### src/logic/ipr_pkg.sv
// constants for the interrupt priority field bank
// shared by the bank top and its field cell
package ipr_pkg;
    localparam int ADDR_W = 4;
    localparam int DATA_W = 16;
    localparam int LVL_W = 3;
    localparam int NUM_SRC = 6;
    localparam logic [ADDR_W-1:0] OFF_CTRL_SIX = 4'h0;
    localparam logic [ADDR_W-1:0] OFF_CTRL_SEVEN = 4'h1;
    localparam logic [LVL_W-1:0] LVL_RESET = 3'h4;
    localparam logic [LVL_W-1:0] LVL_OFF = 3'h0;
    localparam logic [LVL_W-1:0] LVL_MAX = 3'h7;
    localparam logic [LVL_W-1:0] LVL_MIN = 3'h1;
    // source indices
    localparam int SRC_TIMER_FOUR = 0;
    localparam int SRC_COMPARE_THREE = 1;
    localparam int SRC_UART_B_TX = 2;
    localparam int SRC_UART_B_RX = 3;
    localparam int SRC_EXT_IRQ_B = 4;
    localparam int SRC_TIMER_FIVE = 5;
    localparam logic [2:0] SRC_NONE = 3'h7;
    // register holding each source field, and the field's low bit
    localparam logic [ADDR_W-1:0] SRC_REG [NUM_SRC] = '{
        OFF_CTRL_SIX, OFF_CTRL_SIX, OFF_CTRL_SEVEN,
        OFF_CTRL_SEVEN, OFF_CTRL_SEVEN, OFF_CTRL_SEVEN};
    localparam int SRC_LSB [NUM_SRC] = '{12, 4, 12, 8, 4, 0};
    localparam logic [DATA_W-1:0] MASK_FIELDS = 16'h7777;
endpackage

### src/logic/ipr_field.sv
// one 3-bit priority field cell
// written by the bank's decode; same clock and reset as the bank
`timescale 1ns/100ps
module ipr_field
    import ipr_pkg::*;
(
    input wire logic i_sys_clk,            // system clock
    input wire logic i_rst,                // synchronous reset, high
    input wire logic i_we,                 // write this field
    input wire logic [LVL_W-1:0] i_wdata,  // new level code
    output logic [LVL_W-1:0] o_level       // stored level code
);
    logic [LVL_W-1:0] level_r;

    always_ff @(posedge i_sys_clk)
    begin
        if (i_rst)
            level_r <= LVL_RESET;
        else if (i_we)
            level_r <= i_wdata;
    end

    assign o_level = level_r;
endmodule

### src/logic/ipr_bank.sv
// interrupt priority field bank with a pending-source selector
// registers reached over a plain strobe port; request flags come
// from logic on the same clock
//
// Overview of operation
// - code 111 means level seven, highest
// - 001 is level one; codes equal levels
// - code 000 disables source, never taken
// - unimplemented bits read zero, ignore writes
// - uart b transmit field at bits 14:12
// - uart b receive field at bits 10:8
// - timer four has read/write 3-bit field
// - external irq b field at bits 6:4
`timescale 1ns/100ps
module ipr_bank
    import ipr_pkg::*;
(
    input wire logic i_sys_clk,               // system clock, 40 MHz
    input wire logic i_rst,                   // synchronous reset, high
    input wire logic [ADDR_W-1:0] i_addr,     // register index
    input wire logic [DATA_W-1:0] i_wr_data,  // write data
    input wire logic i_wr,                    // write strobe
    input wire logic i_rd,                    // read strobe
    output logic [DATA_W-1:0] o_rd_data,      // read data, cycle after i_rd
    input wire logic [NUM_SRC-1:0] i_src_req, // pending flags per source
    output logic o_take,                      // a pending source is taken
    output logic [LVL_W-1:0] o_take_level,    // level of the taken source
    output logic [2:0] o_take_src,            // index of the taken source
    output logic [NUM_SRC-1:0] o_src_enabled  // field nonzero per source
);
    logic [LVL_W-1:0] level [NUM_SRC];
    logic [NUM_SRC-1:0] field_we;
    logic [DATA_W-1:0] rd_six;
    logic [DATA_W-1:0] rd_seven;
    logic [DATA_W-1:0] rd_sel;
    logic [DATA_W-1:0] rd_data_r;
    logic [DATA_W-1:0] rd_data_nxt;
    logic [LVL_W-1:0] best_level;
    logic [2:0] best_src;
    logic take_r;
    logic [LVL_W-1:0] take_level_r;
    logic [2:0] take_src_r;
    logic [NUM_SRC-1:0] enabled_r;
    logic [NUM_SRC-1:0] enabled_nxt;

    // one field cell per source; decode picks the owning register
    for (genvar i = 0; i < NUM_SRC; i++)
    begin : g_src
        assign field_we[i] = i_wr && (i_addr == SRC_REG[i]);
        ipr_field u_field (
            .i_sys_clk (i_sys_clk),
            .i_rst     (i_rst),
            .i_we      (field_we[i]),
            .i_wdata   (i_wr_data[SRC_LSB[i] +: LVL_W]),
            .o_level   (level[i])
        );
        assign enabled_nxt[i] = (level[i] != LVL_OFF);
    end

    assign rd_six = {1'h0, level[SRC_TIMER_FOUR], 5'h00,
                     level[SRC_COMPARE_THREE], 4'h0};
    assign rd_seven = {1'h0, level[SRC_UART_B_TX], 1'h0,
                       level[SRC_UART_B_RX], 1'h0,
                       level[SRC_EXT_IRQ_B], 1'h0,
                       level[SRC_TIMER_FIVE]};
    // unused bits and addresses read zero
    assign rd_sel = (i_addr == OFF_CTRL_SIX) ? (rd_six & MASK_FIELDS) :
                    (i_addr == OFF_CTRL_SEVEN) ? (rd_seven & MASK_FIELDS) :
                    16'h0000;
    assign rd_data_nxt = i_rd ? rd_sel : 16'h0000;

    // highest level wins; ties go to the lower source index
    always_comb
    begin
        best_level = LVL_OFF;
        best_src = SRC_NONE;
        for (int i = 0; i < NUM_SRC; i++)
        begin
            if (i_src_req[i] && (level[i] != LVL_OFF) && (level[i] > best_level))
            begin
                best_level = level[i];
                best_src = 3'(i);
            end
        end
    end

    always_ff @(posedge i_sys_clk)
    begin
        if (i_rst)
        begin
            rd_data_r <= 16'h0000;
            take_r <= 1'h0;
            take_level_r <= LVL_OFF;
            take_src_r <= SRC_NONE;
            enabled_r <= '0;
        end
        else
        begin
            rd_data_r <= rd_data_nxt;
            take_r <= (best_level != LVL_OFF);
            take_level_r <= best_level;
            take_src_r <= best_src;
            enabled_r <= enabled_nxt;
        end
    end

    assign o_rd_data = rd_data_r;
    assign o_take = take_r;
    assign o_take_level = take_level_r;
    assign o_take_src = take_src_r;
    assign o_src_enabled = enabled_r;
endmodule

### config.mk
export PLATFORM = sky130hd
export DESIGN_NAME = ipr_bank
export DESIGN_NICKNAME = d
export VERILOG_FILES = /design/src/logic/ipr_pkg.sv /design/src/logic/ipr_field.sv /design/src/logic/ipr_bank.sv
export SDC_FILE = /design/constraint.sdc
export NUM_CORES = 1
export LEC_CHECK = 0
export BUFFER_PORTS_ARGS = -buffer_cell sky130_fd_sc_hd__buf_2
export CORE_MARGIN = 2
export CORE_UTILIZATION = 35
export CTS_CLUSTER_SIZE = 14
export DETAILED_ROUTE_END_ITERATION = 10
export PLACE_DENSITY = 0.6
export SLEW_MARGIN = 10
export SYNTH_ARGS = -nofsm -noshare
export SYNTH_HDL_FRONTEND = slang
export SYNTH_HIERARCHICAL = 1
export SYNTH_SLANG_ARGS = --single-unit
### constraint.sdc
create_clock -name i_sys_clk -period 9 [get_ports i_sys_clk]
set_input_delay 1.35 -clock i_sys_clk [delete_from_list [all_inputs] [get_ports i_sys_clk]]
set_output_delay 1.35 -clock i_sys_clk [all_outputs]
set_load 0.005 [all_outputs]
==> run summary <==
The run finished with clean final reports. The detailed-placement wirelength estimate came out at 3470 µm. The finished cells cover 2480 µm².

Relative to the synthesized area, the layout overhead comes to 18.5%. The level count of the clock H-tree is 2. 59 I/O pins were placed. For hold timing, the worst endpoint is o_rd_data[2].

The flop-to-flop setup slack came out at 2.13 ns. The startpoint identified for the worst register-to-register timing path is g_src[0].u_field/o_level[2]. The share of layout cells above drive strength 1 came out at 24.4%. The count of nets left with antenna violations once routing finished came out at 0. The number of buffers inserted during clock tree synthesis came out at 5. Once the floorplan was initialized, standard cells occupied 35.8% of the core. The final-report hold violation count is 0. The endpoint identified for the worst register-to-register timing path is o_take_level[2]. Synthesis instantiated 51 different standard cells from the library. The number of detailed-routing iterations run before antenna repair is 4. After detailed routing, the total wire length is 4640 µm. The aggregate global routing overflow is 0. The total area inside the core boundary comes to 5850 µm².

The cell occurring most often along the worst timing path is ha_1. The total of max-cap violations came out at 0. The yosys synthesis warning count came out at 6. The clock-pin slew reported for the worst setup and hold paths after clock tree synthesis came out at 0.07 ns. The buffers plus inverters on the worst setup path came out at 5. For this run, the leading register cell type out of synthesis is dfxtp_1. The count of cells resized by post-cts repair came out at 0. The time the worst path needs with I/O delays and setup came out at 7.66 ns. The slowest stage of the critical path belongs to the cell o2111ai_1. By area the synthesized netlist is led by dfxtp_1 41%, ha_1 6.6%, mux2i_1 6.2%. The instance area at placement came out at 2410 µm². The worst setup path is launched from a primary input. The total leakage power came out at 1.06 nW.

The DRC violation count after routing is 0. The floorplan has 28 rows. Among cell families on the critical path, the largest total delay comes from compound AO/OA/AOI/OAI gates. The final number of setup-violating endpoints came out at 0.

The total count of max-transition violations in the final report is 0. The library cell used most frequently in the layout, excluding fill and tap cells, is buf_2. The required time reported for the critical path endpoint came out at 9.22 ns. Across the VDD grid, the largest voltage drop is 64.4 µV. Synthesis produced 227 cells. The initial antenna violation count came out at 0. The floorplan step defined a die boundary enclosing 6620 µm².

The normalized max-slew margin is 23.7%. For this run, the top clock speed supported by timing is 131 MHz. In this run the power density over the cells is 144 nW/µm². The post-layout net count came out at 321. The pin count of the biggest net entering global routing came out at 32. The clock passes through at most 2 buffers. For the pin with the worst max-slew slack, the measured transition is 1.13 ns. The highest cell delay on the worst timing path came out at 0.43 ns.

The startpoint identified for the worst hold timing path is g_src[5].u_field/o_level[2]. The depth of the worst register-to-register path came out at 32. CTS saw 43 sinks. The total placed cells including tap cells came out at 348. The accumulated negative setup slack is 0 ns. Buffers added to address setup during post-CTS repair amount to 0. In the layout the commonest cells are 50 x buf_2, 43 x dfxtp_1, 28 x nor2_1, 14 x inv_1, 13 x mux2i_1. The path class of the tightest hold or removal check is reg -> reg. The arrival time at the worst endpoint is 7.88 ns. The clock tree root driver cell is clkbuf_8. The average routed wire per standard cell came out at 13.1 µm. The via count of the first global-routing pass is 1,695. Summed over its instances, the top area cell type makes up 41.1% of the synthesized netlist area. The worst-case clock skew is 0.00392 ns. The flop and latch count out of synthesis came out at 43. The routed via count divided by cell count is 5.07. The number of antenna cells inserted is 0. Measured along the y axis, the die boundary spans 81.3 µm. TritonCTS built the clock tree. The async set-reset flop share out of synthesis came out at 0%. The final cell count without fillers is 354.

Setup repair after global routing left no endpoint under its margin. The initial DRC count came out at 52. The cell accounting for the most synthesized area is dfxtp_1. The number of enable-type register cells in the synthesized netlist came out at 0. Global routing used 15.3% of the available tracks across all layers. The average cell area after synthesis came out at 9.22 µm². Along the worst path, the maximum fanout reaches 7.

The global-route wire length before repair came out at 7730 µm. The instance count along the most critical hold path is 2. The worst-skew pair later-pin latency came out at 0.29 ns. The worst setup path is captured at a flip-flop. The final critical path takes up 85.1% of the cycle. The count of buffers from port buffering came out at 50.

The part of the Yosys area used for sequential elements is 41.1%. Measured along the x axis, the die boundary spans 81.3 µm. The final RePlAce weighted congestion is 0.780.

The synthesized area came out at 2090 µm². The hold buffer count at cts came out at 0. The via count came out at 1,794. The worst setup path is of the in -> reg kind.
how the worst max path moves through the flow:
stage                       startpoint              end  slack (ns)  cells after the start
after floorplan           i_src_req[0]  o_take_level[2]        1.86                     32
after detailed placement  i_src_req[0]  o_take_level[2]        1.13                     33
final                     i_src_req[0]  o_take_level[2]        1.34                     33
after global routing      i_src_req[0]  o_take_level[2]        0.62                     33
after CTS                 i_src_req[0]  o_take_level[2]        1.36                     33
after global placement    i_src_req[0]  o_take_level[2]        1.10                     33
metal layers:
metal	GRT usage [%]	part of all wire [%]	vias to the layer above
li1	-	-	907
met5	0	0	-
met4	5.76	1.6	0
met2	25.2	46	42
met3	3.44	4.6	6
met1	19.4	48	839
cells in the mapped netlist (all sizes together) (2+ instances only):
cell type   n
nor2b      10
ha         11
and2        7
a211oi      3
nor3b       2
inv        14
o21ai       7
o2111ai     2
and3        4
a211o       6
nand3b      2
nor2       28
dfxtp      43
a31oi       2
nand3       7
clkbuf      3
a21o        3
a31o        2
nand2      11
mux2        2
a21oi       5
o21a        3
a22oi       6
or3         2
a41oi       2
nand2b      3
nor3        8
mux2i      13
buf         4
where the power goes:
part | internal, mW | switching, mW
sequential | 0.196 | 0.00290
clock | 0.0517 | 0.0572
combinational | 0.0220 | 0.0268
total | 0.270 | 0.0870
flip-flops by register name, indices dropped and copies added, names as in the netlist:
register and cells:
o_take_level 3, o_rd_data 12, o_take 1, o_take_src 3, o_src_enabled 6, g_src.u_field/o_level 18
through the flow:
| stage | setup slack, ns | power (mW) | utilization [%] | hold slack (ns) |
|---|---|---|---|---|
| after floorplan | 1.86 | 0.235 | - | 0.460 |
| after detailed placement | 1.13 | 0.253 | 41.1 | 0.496 |
| after CTS | 1.36 | 0.361 | 42.4 | 0.508 |
| final | 1.34 | 0.357 | 42.4 | 0.515 |
| after global routing | 0.618 | 0.376 | 42.4 | 0.549 |
| after global placement | 1.10 | 0.252 | 41.1 | 0.488 |
final cells by class:
type	count	area, µm²
multi-input combinational	166	1150
inverter	14	52.6
tap	75	93.8
clock buffer	6	72.6
sequential	43	861
fill	636	3370
timing repair buffer	50	250
worst register-to-register path: cells and delay by family, from the launching register on:
family,cells,cell delay [ns]
AO/OA/AOI/OAI,12,2.65
adder cells (fa/ha/maj),5,1.29
buffers and inverters,4,0.53
multiplexers,2,0.69
flip-flops,1,0.38
AND/OR/NAND/NOR,9,1.24
kinds of logic after synthesis:
kind of cell | synth area share, %
simple gates | 21.8
compound gates | 18.4
flops | 41.1
buf+inv | 4.48
mux | 7.47
fa+ha+maj | 6.57
other cells | 0.179
(Power assumes the default switching activity.)
